<file path="config.mk">
export PLATFORM = sky130hd
export DESIGN_NAME = ris_top
export DESIGN_NICKNAME = d
export VERILOG_FILES = /design/src/pkg/ris_pkg.sv /design/src/hw/ris_top.sv
export SDC_FILE = /design/constraint.sdc
export NUM_CORES = 1
export LEC_CHECK = 0
export BUFFER_PORTS_ARGS = -buffer_cell sky130_fd_sc_hd__buf_2
export CAP_MARGIN = 40
export CORE_AREA = 2 2 94 96
export DETAILED_ROUTE_END_ITERATION = 10
export DIE_AREA = 0 0 96 98
export GPL_TIMING_DRIVEN = 0
export PLACE_DENSITY = 0.72
export RECOVER_POWER = 25
export SKIP_CTS_REPAIR_TIMING = 1
export SYNTH_ARGS = -nofsm -noshare
export SYNTH_HDL_FRONTEND = slang
export SYNTH_SLANG_ARGS = --single-unit
</file>
<file path="constraint.sdc">
create_clock -name CLK_I -period 2 [get_ports CLK_I]
set_clock_uncertainty 0.15 [all_clocks]
set_input_delay 0.1 -clock CLK_I [delete_from_list [all_inputs] [get_ports CLK_I]]
set_output_delay 0.1 -clock CLK_I [all_outputs]
set_load 0.01 [all_outputs]
</file>
<file path="src/pkg/ris_pkg.sv">
// Package for the radio interrupt and sleep control block
package ris_pkg;

	// ----------------------------------------------------------------
	// Register map (byte addresses = 4 * index)
	// ----------------------------------------------------------------
	localparam logic [7:0]  IDX_CTRL       = 8'h04;
	localparam logic [7:0]  IDX_IRQ_ENABLE = 8'h0E;
	localparam logic [7:0]  IDX_IRQ_CAUSE  = 8'h0F;
	localparam logic [7:0]  IDX_STATE      = 8'h10;
	localparam logic [7:0]  IDX_MAN_ID_HI  = 8'h1F;
	localparam logic [7:0]  MAN_ID_HI_VAL  = 8'h5A; // Arbitrary value

	// ----------------------------------------------------------------
	// Control register fields and resets
	// ----------------------------------------------------------------
	localparam int          CTRL_POL_BIT    = 0;
	localparam int          CTRL_MMODE_BIT  = 1;
	localparam int          CTRL_CLKSEL_LSB = 2;
	localparam logic [7:0]  CTRL_RESET      = 8'h02;
	localparam logic [7:0]  ENABLE_RESET    = 8'h00;
	localparam logic [2:0]  CLKSEL_62K5     = 3'h6;
	localparam logic [2:0]  CLKSEL_RESET    = 3'h1;

	// ----------------------------------------------------------------
	// Cause bit positions
	// ----------------------------------------------------------------
	localparam int          CB_LOCK     = 0;
	localparam int          CB_UNLOCK   = 1;
	localparam int          CB_RXSTART  = 2;
	localparam int          CB_FRAME    = 3;
	localparam int          CB_MEAS     = 4;
	localparam int          CB_ADDR     = 5;
	localparam int          CB_BUF      = 6;
	localparam int          CB_LOWSUP   = 7;

	// ----------------------------------------------------------------
	// Timing
	// ----------------------------------------------------------------
	localparam logic [5:0]  TRAIL_CYCLES  = 6'h23; // 35 output clock cycles
	localparam logic [3:0]  CLKDIV_HALF   = 4'h4;  // Output clock half period in CLK_I cycles

	// ----------------------------------------------------------------
	// Transceiver states and AXI response
	// ----------------------------------------------------------------
	typedef enum logic [4:0] {
		ST_OFF   = 5'h01,
		ST_SLEEP = 5'h02,
		ST_LOCK  = 5'h04,
		ST_ARET  = 5'h08,
		ST_TXBSY = 5'h10
	} ris_state_t;

	localparam logic [1:0]  RESP_OKAY   = 2'h0;
	localparam logic [1:0]  RESP_SLVERR = 2'h2;

	typedef struct packed {
		logic low_supply_event;
		logic buffer_violation_event;
		logic address_match_event;
		logic measurement_done_event;
		logic wake_complete_event;
		logic frame_rx_done_event;
		logic frame_done_event;
		logic rx_start_event;
		logic unlock_event;
		logic lock_event;
	} ris_evt_t;

endpackage : ris_pkg

</file>
<file path="src/hw/ris_top.sv">
// Interrupt unit, sleep/transmit trigger pin and clock output gating
// ------------------------------------------------------------------
// ------------------------------------------------------------------
`timescale 1ns/10ps
`default_nettype none

module ris_top (
	// Clock and reset
	input  wire logic               CLK_I,
	input  wire logic               RST_N_I,
	// AXI4-Lite write address and data
	input  wire logic               S_AWVALID_I,
	output logic                    S_AWREADY_O,
	input  wire logic [7:0]         S_AWADDR_I,
	input  wire logic               S_WVALID_I,
	output logic                    S_WREADY_O,
	input  wire logic [31:0]        S_WDATA_I,
	input  wire logic [3:0]         S_WSTRB_I,
	// AXI4-Lite write response
	output logic                    S_BVALID_O,
	input  wire logic               S_BREADY_I,
	output logic [1:0]              S_BRESP_O,
	// AXI4-Lite read
	input  wire logic               S_ARVALID_I,
	output logic                    S_ARREADY_O,
	input  wire logic [7:0]         S_ARADDR_I,
	output logic                    S_RVALID_O,
	input  wire logic               S_RREADY_I,
	output logic [31:0]             S_RDATA_O,
	output logic [1:0]              S_RRESP_O,
	// Events from the radio core
	input  wire ris_pkg::ris_evt_t  EVT_I,
	input  wire logic               TX_DONE_TO_LOCK_I,
	// Host pins
	input  wire logic               SLEEP_TX_TRIGGER_PIN_I,
	output logic                    IRQ_PIN_O,
	output logic                    CLOCK_OUTPUT_PIN_O,
	// Radio core control
	output logic                    TX_START_O,
	output logic                    ARET_START_O,
	output logic                    PA_ON_O,
	output logic [4:0]              STATE_O
);

	// ------------------------------------------------------------------
	// Trigger pin synchroniser
	// ------------------------------------------------------------------
	logic [2:0] trig_sync_q;
	logic       trig_lvl_q;
	wire logic  trig_agree = (trig_sync_q[1] == trig_sync_q[2]);
	wire logic  trig_rise  = trig_agree && trig_sync_q[2] && !trig_lvl_q;

	always_ff @(posedge CLK_I) begin
		if (!RST_N_I) begin
			trig_sync_q <= 3'h0;
			trig_lvl_q  <= 1'b0;
		end else begin
			trig_sync_q <= {trig_sync_q[1:0], SLEEP_TX_TRIGGER_PIN_I};
			if (trig_agree)
				trig_lvl_q <= trig_sync_q[2];
		end
	end

	// ------------------------------------------------------------------
	// Register bus decode
	// ------------------------------------------------------------------
	logic [7:0] ctrl_q;
	logic [7:0] enable_q;
	logic [7:0] cause_q;
	logic [7:0] cause_d;
	logic       aw_held_q;
	logic       w_held_q;
	logic [7:0] aw_addr_q;
	logic [31:0] w_data_q;
	logic       w_lane0_q;

	function automatic logic [7:0] reg_idx(input logic [7:0] addr);
		return {2'h0, addr[7:2]};
	endfunction : reg_idx

	function automatic logic reg_known(input logic [7:0] idx);
		return idx == ris_pkg::IDX_CTRL || idx == ris_pkg::IDX_IRQ_ENABLE ||
		       idx == ris_pkg::IDX_IRQ_CAUSE || idx == ris_pkg::IDX_STATE ||
		       idx == ris_pkg::IDX_MAN_ID_HI;
	endfunction : reg_known

	wire logic       aw_take  = S_AWVALID_I && S_AWREADY_O;
	wire logic       w_take   = S_WVALID_I && S_WREADY_O;
	wire logic       wr_go    = aw_held_q && w_held_q && !S_BVALID_O;
	wire logic [7:0] wr_idx   = reg_idx(aw_addr_q);
	wire logic       wr_en    = wr_go && w_lane0_q;
	wire logic       ar_take  = S_ARVALID_I && S_ARREADY_O;
	wire logic [7:0] rd_idx   = reg_idx(S_ARADDR_I);
	wire logic       cause_rd = ar_take && rd_idx == ris_pkg::IDX_IRQ_CAUSE;

	ris_pkg::ris_state_t state_q;
	ris_pkg::ris_state_t state_d;

	logic [7:0] rd_val;
	always_comb begin
		case (rd_idx)
			ris_pkg::IDX_CTRL:       rd_val = ctrl_q;
			ris_pkg::IDX_IRQ_ENABLE: rd_val = enable_q;
			ris_pkg::IDX_IRQ_CAUSE:  rd_val = cause_q;
			ris_pkg::IDX_STATE:      rd_val = {3'h0, state_q};
			ris_pkg::IDX_MAN_ID_HI:  rd_val = ris_pkg::MAN_ID_HI_VAL;
			default:                 rd_val = 8'h00;
		endcase
	end

	always_ff @(posedge CLK_I) begin
		if (!RST_N_I) begin
			aw_held_q   <= 1'b0;
			w_held_q    <= 1'b0;
			aw_addr_q   <= 8'h00;
			w_data_q    <= 32'h0000_0000;
			w_lane0_q   <= 1'b0;
			S_AWREADY_O <= 1'b0;
			S_WREADY_O  <= 1'b0;
			S_BVALID_O  <= 1'b0;
			S_BRESP_O   <= ris_pkg::RESP_OKAY;
			S_ARREADY_O <= 1'b0;
			S_RVALID_O  <= 1'b0;
			S_RDATA_O   <= 32'h0000_0000;
			S_RRESP_O   <= ris_pkg::RESP_OKAY;
		end else begin
			S_AWREADY_O <= !aw_held_q && !aw_take && !S_BVALID_O;
			S_WREADY_O  <= !w_held_q && !w_take && !S_BVALID_O;
			if (aw_take) begin
				aw_held_q <= 1'b1;
				aw_addr_q <= S_AWADDR_I;
			end
			if (w_take) begin
				w_held_q  <= 1'b1;
				w_data_q  <= S_WDATA_I;
				w_lane0_q <= S_WSTRB_I[0];
			end
			if (wr_go) begin
				S_BVALID_O <= 1'b1;
				S_BRESP_O  <= reg_known(wr_idx) ? ris_pkg::RESP_OKAY : ris_pkg::RESP_SLVERR;
				aw_held_q  <= 1'b0;
				w_held_q   <= 1'b0;
			end else if (S_BVALID_O && S_BREADY_I) begin
				S_BVALID_O <= 1'b0;
			end
			S_ARREADY_O <= !S_RVALID_O && !ar_take;
			if (ar_take) begin
				S_RVALID_O <= 1'b1;
				S_RDATA_O  <= {24'h00_0000, rd_val};
				S_RRESP_O  <= reg_known(rd_idx) ? ris_pkg::RESP_OKAY : ris_pkg::RESP_SLVERR;
			end else if (S_RVALID_O && S_RREADY_I) begin
				S_RVALID_O <= 1'b0;
			end
		end
	end

	// ------------------------------------------------------------------
	// Control and enable registers
	// ------------------------------------------------------------------
	logic [2:0] clksel_q;

	always_ff @(posedge CLK_I) begin
		if (!RST_N_I) begin
			ctrl_q   <= ris_pkg::CTRL_RESET;
			enable_q <= ris_pkg::ENABLE_RESET;
			clksel_q <= ris_pkg::CLKSEL_RESET;
		end else if (wr_en) begin
			if (wr_idx == ris_pkg::IDX_CTRL) begin
				ctrl_q   <= w_data_q[7:0];
				clksel_q <= w_data_q[ris_pkg::CTRL_CLKSEL_LSB +: 3];
			end
			if (wr_idx == ris_pkg::IDX_IRQ_ENABLE)
				enable_q <= w_data_q[7:0];
		end
	end

	// ------------------------------------------------------------------
	// Transceiver state from trigger pin
	// ------------------------------------------------------------------
	always_comb begin
		state_d = state_q;
		case (state_q)
			ris_pkg::ST_OFF:   if (trig_rise) state_d = ris_pkg::ST_SLEEP;
			// Level sensitive wake: only a stable low leaves sleep
			ris_pkg::ST_SLEEP: if (trig_agree && !trig_sync_q[2]) state_d = ris_pkg::ST_OFF;
			ris_pkg::ST_LOCK:  if (trig_rise) state_d = ris_pkg::ST_TXBSY;
			ris_pkg::ST_ARET:  if (trig_rise) state_d = ris_pkg::ST_TXBSY;
			ris_pkg::ST_TXBSY: begin
				if (EVT_I.unlock_event || TX_DONE_TO_LOCK_I)
					state_d = ris_pkg::ST_LOCK;
			end
			default:           state_d = ris_pkg::ST_OFF;
		endcase
		if (state_q == ris_pkg::ST_OFF && EVT_I.lock_event)
			state_d = ris_pkg::ST_LOCK;
	end

	wire logic aret_sel = (ctrl_q[7] == 1'b1);
	wire logic wake_end = (state_q == ris_pkg::ST_SLEEP) && (state_d == ris_pkg::ST_OFF);

	always_ff @(posedge CLK_I) begin
		if (!RST_N_I) begin
			state_q      <= ris_pkg::ST_OFF;
			TX_START_O   <= 1'b0;
			ARET_START_O <= 1'b0;
			PA_ON_O      <= 1'b0;
		end else begin
			state_q      <= (state_d == ris_pkg::ST_LOCK && aret_sel) ? ris_pkg::ST_ARET : state_d;
			// Only edges start transmissions; a held level does nothing
			TX_START_O   <= trig_rise && state_q == ris_pkg::ST_LOCK;
			ARET_START_O <= trig_rise && state_q == ris_pkg::ST_ARET;
			PA_ON_O      <= state_d == ris_pkg::ST_TXBSY && !EVT_I.unlock_event;
		end
	end

	// ------------------------------------------------------------------
	// Clock output divider and sleep gating
	// ------------------------------------------------------------------
	logic [3:0] div_q;
	logic [5:0] trail_q;
	logic       clk_run_q;
	wire logic  half_done = (div_q == ris_pkg::CLKDIV_HALF - 4'h1);
	wire logic  fall_edge = half_done && CLOCK_OUTPUT_PIN_O;
	wire logic  sleep_entry = state_q == ris_pkg::ST_OFF && state_d == ris_pkg::ST_SLEEP;

	always_ff @(posedge CLK_I) begin
		if (!RST_N_I) begin
			div_q              <= 4'h0;
			trail_q            <= 6'h00;
			clk_run_q          <= 1'b1;
			CLOCK_OUTPUT_PIN_O <= 1'b0;
		end else begin
			div_q <= half_done ? 4'h0 : div_q + 4'h1;
			if (half_done && (clk_run_q || CLOCK_OUTPUT_PIN_O))
				CLOCK_OUTPUT_PIN_O <= clk_run_q ? !CLOCK_OUTPUT_PIN_O : 1'b0;
			if (sleep_entry) begin
				trail_q   <= ris_pkg::TRAIL_CYCLES;
				clk_run_q <= clksel_q != ris_pkg::CLKSEL_62K5;
				if (clksel_q == ris_pkg::CLKSEL_62K5)
					CLOCK_OUTPUT_PIN_O <= 1'b0;
			end else if (state_q == ris_pkg::ST_OFF) begin
				clk_run_q <= 1'b1;
			end else if (state_q == ris_pkg::ST_SLEEP && clk_run_q && fall_edge) begin
				trail_q <= trail_q - 6'h01;
				if (trail_q == 6'h01)
					clk_run_q <= 1'b0;
			end
		end
	end

	// ------------------------------------------------------------------
	// Interrupt causes
	// ------------------------------------------------------------------
	wire logic [7:0] evt_vec;
	assign evt_vec[ris_pkg::CB_LOWSUP]  = EVT_I.low_supply_event;
	assign evt_vec[ris_pkg::CB_BUF]     = EVT_I.buffer_violation_event;
	assign evt_vec[ris_pkg::CB_ADDR]    = EVT_I.address_match_event;
	assign evt_vec[ris_pkg::CB_MEAS]    = EVT_I.measurement_done_event ||
	                                      EVT_I.wake_complete_event || wake_end;
	assign evt_vec[ris_pkg::CB_FRAME]   = EVT_I.frame_done_event ||
	                                      EVT_I.frame_rx_done_event;
	assign evt_vec[ris_pkg::CB_RXSTART] = EVT_I.rx_start_event;
	assign evt_vec[ris_pkg::CB_UNLOCK]  = EVT_I.unlock_event;
	assign evt_vec[ris_pkg::CB_LOCK]    = EVT_I.lock_event;

	wire logic       mask_mode = ctrl_q[ris_pkg::CTRL_MMODE_BIT];
	wire logic [7:0] recorded  = mask_mode ? evt_vec : (evt_vec & enable_q);

	always_comb begin
		// Clearing read first, then new events win over it
		cause_d = cause_rd ? 8'h00 : cause_q;
		cause_d = cause_d | recorded;
		// Lock and unlock are mutually exclusive, except that both stay set when they arrive in the same cycle
		if (recorded[ris_pkg::CB_LOCK] && !recorded[ris_pkg::CB_UNLOCK])
			cause_d[ris_pkg::CB_UNLOCK] = 1'b0;
		if (recorded[ris_pkg::CB_UNLOCK] && !recorded[ris_pkg::CB_LOCK])
			cause_d[ris_pkg::CB_LOCK] = 1'b0;
	end

	wire logic irq_act = |(cause_d & enable_q);

	always_ff @(posedge CLK_I) begin
		if (!RST_N_I) begin
			cause_q   <= 8'h00;
			IRQ_PIN_O <= 1'b0;
		end else begin
			cause_q   <= cause_d;
			IRQ_PIN_O <= irq_act ^ ctrl_q[ris_pkg::CTRL_POL_BIT];
		end
	end

	assign STATE_O = state_q;

	// ------------------------------------------------------------------
	// Assertions
	// ------------------------------------------------------------------
	property p_rd_clear;
		@(posedge CLK_I) disable iff (!RST_N_I)
		cause_rd && recorded == 8'h00 |=> cause_q == 8'h00;
	endproperty
	a_rd_clear: assert property (p_rd_clear) else $error("cause not cleared");

	property p_keep_evt;
		@(posedge CLK_I) disable iff (!RST_N_I)
		cause_rd |=> (cause_q & $past(recorded)) == $past(recorded);
	endproperty
	a_keep_evt: assert property (p_keep_evt) else $error("event lost on read");

	property p_irq_or;
		@(posedge CLK_I) disable iff (!RST_N_I)
		##1 (IRQ_PIN_O ^ $past(ctrl_q[ris_pkg::CTRL_POL_BIT])) ==
		|($past(cause_d) & $past(enable_q));
	endproperty
	a_irq_or: assert property (p_irq_or) else $error("irq pin mismatch");

	property p_sleep_entry;
		@(posedge CLK_I) disable iff (!RST_N_I)
		state_q == ris_pkg::ST_OFF && trig_rise |=> state_q == ris_pkg::ST_SLEEP;
	endproperty
	a_sleep_entry: assert property (p_sleep_entry) else $error("no sleep entry");

	property p_sleep_hold;
		@(posedge CLK_I) disable iff (!RST_N_I)
		state_q == ris_pkg::ST_SLEEP && trig_lvl_q && trig_sync_q[2] |=>
		state_q == ris_pkg::ST_SLEEP;
	endproperty
	a_sleep_hold: assert property (p_sleep_hold) else $error("left sleep while high");

	property p_tx_start;
		@(posedge CLK_I) disable iff (!RST_N_I)
		state_q == ris_pkg::ST_LOCK && trig_rise |=> TX_START_O ##1 !TX_START_O;
	endproperty
	a_tx_start: assert property (p_tx_start) else $error("tx start missing");

	property p_edge_only;
		@(posedge CLK_I) disable iff (!RST_N_I)
		!trig_rise |=> !TX_START_O && !ARET_START_O;
	endproperty
	a_edge_only: assert property (p_edge_only) else $error("start without edge");

	property p_lock_excl;
		@(posedge CLK_I) disable iff (!RST_N_I)
		recorded[ris_pkg::CB_LOCK] && !recorded[ris_pkg::CB_UNLOCK] |=>
		!cause_q[ris_pkg::CB_UNLOCK] && cause_q[ris_pkg::CB_LOCK];
	endproperty
	a_lock_excl: assert property (p_lock_excl) else $error("lock did not clear unlock");

	property p_slow_stop;
		@(posedge CLK_I) disable iff (!RST_N_I)
		sleep_entry && clksel_q == ris_pkg::CLKSEL_62K5 |=> !CLOCK_OUTPUT_PIN_O [*8];
	endproperty
	a_slow_stop: assert property (p_slow_stop) else $error("slow clock kept running");

	property p_pa_cut;
		@(posedge CLK_I) disable iff (!RST_N_I)
		EVT_I.unlock_event |=> !PA_ON_O;
	endproperty
	a_pa_cut: assert property (p_pa_cut) else $error("amplifier not cut");

	c_sleep_wake: cover property (@(posedge CLK_I) disable iff (!RST_N_I)
		state_q == ris_pkg::ST_SLEEP ##1 state_q == ris_pkg::ST_OFF);
	c_irq_read: cover property (@(posedge CLK_I) disable iff (!RST_N_I)
		IRQ_PIN_O && cause_rd);
	c_aret: cover property (@(posedge CLK_I) disable iff (!RST_N_I) ARET_START_O);

endmodule : ris_top

`default_nettype wire

</file>
==> results_dict.tcl <==
set metrics [dict create \
    status "finished with violations" \
    failed_checks "negative hold slack" \
    numCtsBuffers 9 \
    finalSetupViolations 0 \
    ys_warn_count 0 \
    ys_seq_area_frac 0.439 \
    maxCapViolCount 0 \
    hold_viol 1 \
    power.switching_mw 0.901 \
    dp_hpwl_um 6540 \
    synth_most_common_cell "dfxtp_1" \
    grt_pass1_vias 3015 \
    portBuffers 62 \
    clkLatencyLatePin_ps 360 \
    place_ws_ps -411 \
    tritoncts "built" \
    die_w_um 96 \
    route.antenna.remaining_nets 0 \
    drt_first_pass_iters 6 \
    nets 643 \
    netlist_instances 432 \
    worst_ep_arrival_time_ps 2100 \
    ys_ff_latch 82 \
    power_frac_seq 0.524 \
    holdWs_ps -5.55 \
    synthTopCellsByCount "dfxtp_1 (82), nand2_1 (52), nor2_1 (40)" \
    fin_crit_sh 0.986 \
    die-height_um 98 \
    swShare 0.268 \
    internal_power_mw 2.47 \
    fmax_ghz 0.507 \
    synth.distinct_cells 55 \
    fin_ws_ps 28.8 \
    pwr-share-comb 0.138 \
    gp_congestion 0.866 \
    slew_headroom 0.407 \
    critPathLaunch "ctrl_q[1]$_SDFFE_PN1P_" \
    hp-start "S_AWVALID_I" \
    final_cell_area_um2 4900 \
    n_antenna_cell 0 \
    coreArea_um2 8470 \
    rsz0062_at_grt "no" \
    tns_ps 0 \
    power.density_nw_per_um2 687 \
    initial_utilization 0.442 \
    vias_per_cell 5.13 \
    fin_crit_ps 1970 \
    wl_um 9270 \
    synthArstFlopShare 0 \
    drc 0 \
    endpoint_kind "register" \
    dpl-instance-area_um2 4290 \
    cp-start-kind "register" \
    synth_area_leaders "dfxtp_1 (44%), buf_4 (5.2%), nand2_1 (5.2%)" \
    vias 3489 \
    grt_pass1_wl_um 14000 \
    avgSynthCellArea_um2 8.66 \
    synth-edff-count 0 \
    dp_cells 628 \
    antenna_found_initial 0 \
    reg2reg_to "IRQ_PIN_O$_SDFF_PN0_" \
    synth_top_area_frac 0.439 \
    synthFlopType "dfxtp_1" \
    core.rowCount 34 \
    ioPinCount 122 \
    critPathKind "register to register" \
    grtUsageTotal 0.188 \
    cts_num_sinks 82 \
    final_cells 680 \
    drive_gt1_frac 0.203 \
    yosys.area.top_type "dfxtp_1" \
    rrSetupSlack_ps 30 \
    drv_slew 0 \
    crit_fanout 10 \
    synth_area_um2 3740 \
    endpoint "IRQ_PIN_O$_SDFF_PN0_" \
    die_area_um2 9410 \
    cts_buffer_depth 2 \
    clk_pin_slew_ps 80 \
    grt_max_degree 14 \
    drtIter0Drc 175 \
    ir_worst_vdd_mv 0.381 \
    area_growth_pct 30.9 \
    r2r_cells 6 \
    reg2reg_from "ctrl_q[1]$_SDFFE_PN1P_" \
    leakagePower_nw 2.01 \
    worst_pin_slew_ps 878 \
    cts_root_buffer "clkbuf_8" \
    routedWlPerCell_um 13.6 \
    htree_levels 3 \
    hp-class "primary input to register" \
    grt_overflow 0 \
    utilization 0.578 \
    power_mw 3.37 \
    crit_required_ps 2130 \
    pwr-share-clk 0.338 \
]
cells by family (layout without fill, tap and decap cells):
kind of cell | count (synthesis) | count (layout) | synth area share
xor gates and xnor gates | 8 | 8 | 0.0187
muxes | 19 | 19 | 0.0508
other | 1 | 26 | 0.00100
buffers and inverters | 56 | 171 | 0.0836
and+or+nand+nor | 171 | 171 | 0.235
DFF | 82 | 82 | 0.439
AOI/OAI and AO/OA | 90 | 90 | 0.155
adders and majority gates | 5 | 5 | 0.0167
cells in the final DEF, fill, tap and decap left out, types with 3 or more instances in the layout:
cell type,netlist,routed
nor3_1,15,13
a21oi_1,35,35
conb_1,1,26
o21ai_0,13,13
clkbuf_8,0,12
a31oi_1,4,4
nor2b_1,6,6
a22oi_1,9,9
nand2b_1,7,7
xor2_1,5,5
nand2_1,52,52
and3_1,6,6
mux2i_1,19,18
ha_1,5,4
a22o_1,6,6
inv_1,9,10
nand3_1,16,16
clkbuf_1,13,31
o21a_1,4,4
xnor2_1,3,3
and2_1,4,4
nor4_1,4,4
dlygate4sd3_1,0,34
nor3b_1,5,5
dfxtp_1,82,74
nor2_1,40,40
buf_2,1,44
a222oi_1,3,3
buf_4,26,30
dfxtp_2,0,7
power by group through the flow:
stage	combinational, mW	clock, mW	sequential (mW)
detailed placement	0.426	0	1.78
global route	0.516	1.23	1.77
CTS	0.428	1.16	1.74
global placement	0.419	0	1.77
finish	0.466	1.14	1.76
floorplan	0.287	0	1.78
per-layer routing:
layer / wire length, um / global-route usage / vias up
li1: - / - / 1734
met1: 4070 / 0.247 / 1622
met2: 4440 / 0.295 / 120
met3: 621 / 0.0525 / 13
met4: 141 / 0.0615 / 0
met5: 0 / 0 / -
area by class of cell:
| type | instances | area, um^2 |
|---|---|---|
| multi-input cells | 319 | 1910 |
| clock buffers | 12 | 165 |
| plain buffers | 42 | 259 |
| fillers | 775 | 3570 |
| well taps | 108 | 135 |
| repair buffers | 103 | 708 |
| inverters | 10 | 37.5 |
| flip-flops and latches | 82 | 1650 |
| clock inverters | 4 | 25.0 |
sequential cells by signal, indices dropped and copies added, names as in the netlist, 3 cells and up:
register     count
STATE_O          5
S_RDATA_O        8
aw_addr_q        6
cause_q          8
ctrl_q           8
div_q            4
enable_q         8
trail_q          6
trig_sync_q      3
w_data_q         8
worst min-delay path by stage:
stage | cells after the start | endpoint | slack, ps
after floorplan | 1 | PA_ON_O$_SDFF_PN0_ | 20
after global placement | 2 | trig_sync_q[0]$_SDFF_PN0_ | 160
after CTS | 2 | trig_sync_q[0]$_SDFF_PN0_ | -210
after global routing | 3 | aw_held_q$_SDFFE_PP0P_ | 6
final | 3 | aw_held_q$_SDFFE_PP0P_ | -6
after detailed placement | 2 | trig_sync_q[0]$_SDFF_PN0_ | 160
worst max-delay path, cell delays in order, from the launching register on:
cell	delay, ps
dfxtp_1	310
buf_2	210
o21ai_0	150
and3_1	220
a311o_1	340
a221oi_2	290
mux2i_1	230
Note: power is estimated with default switching activity, not from simulation.
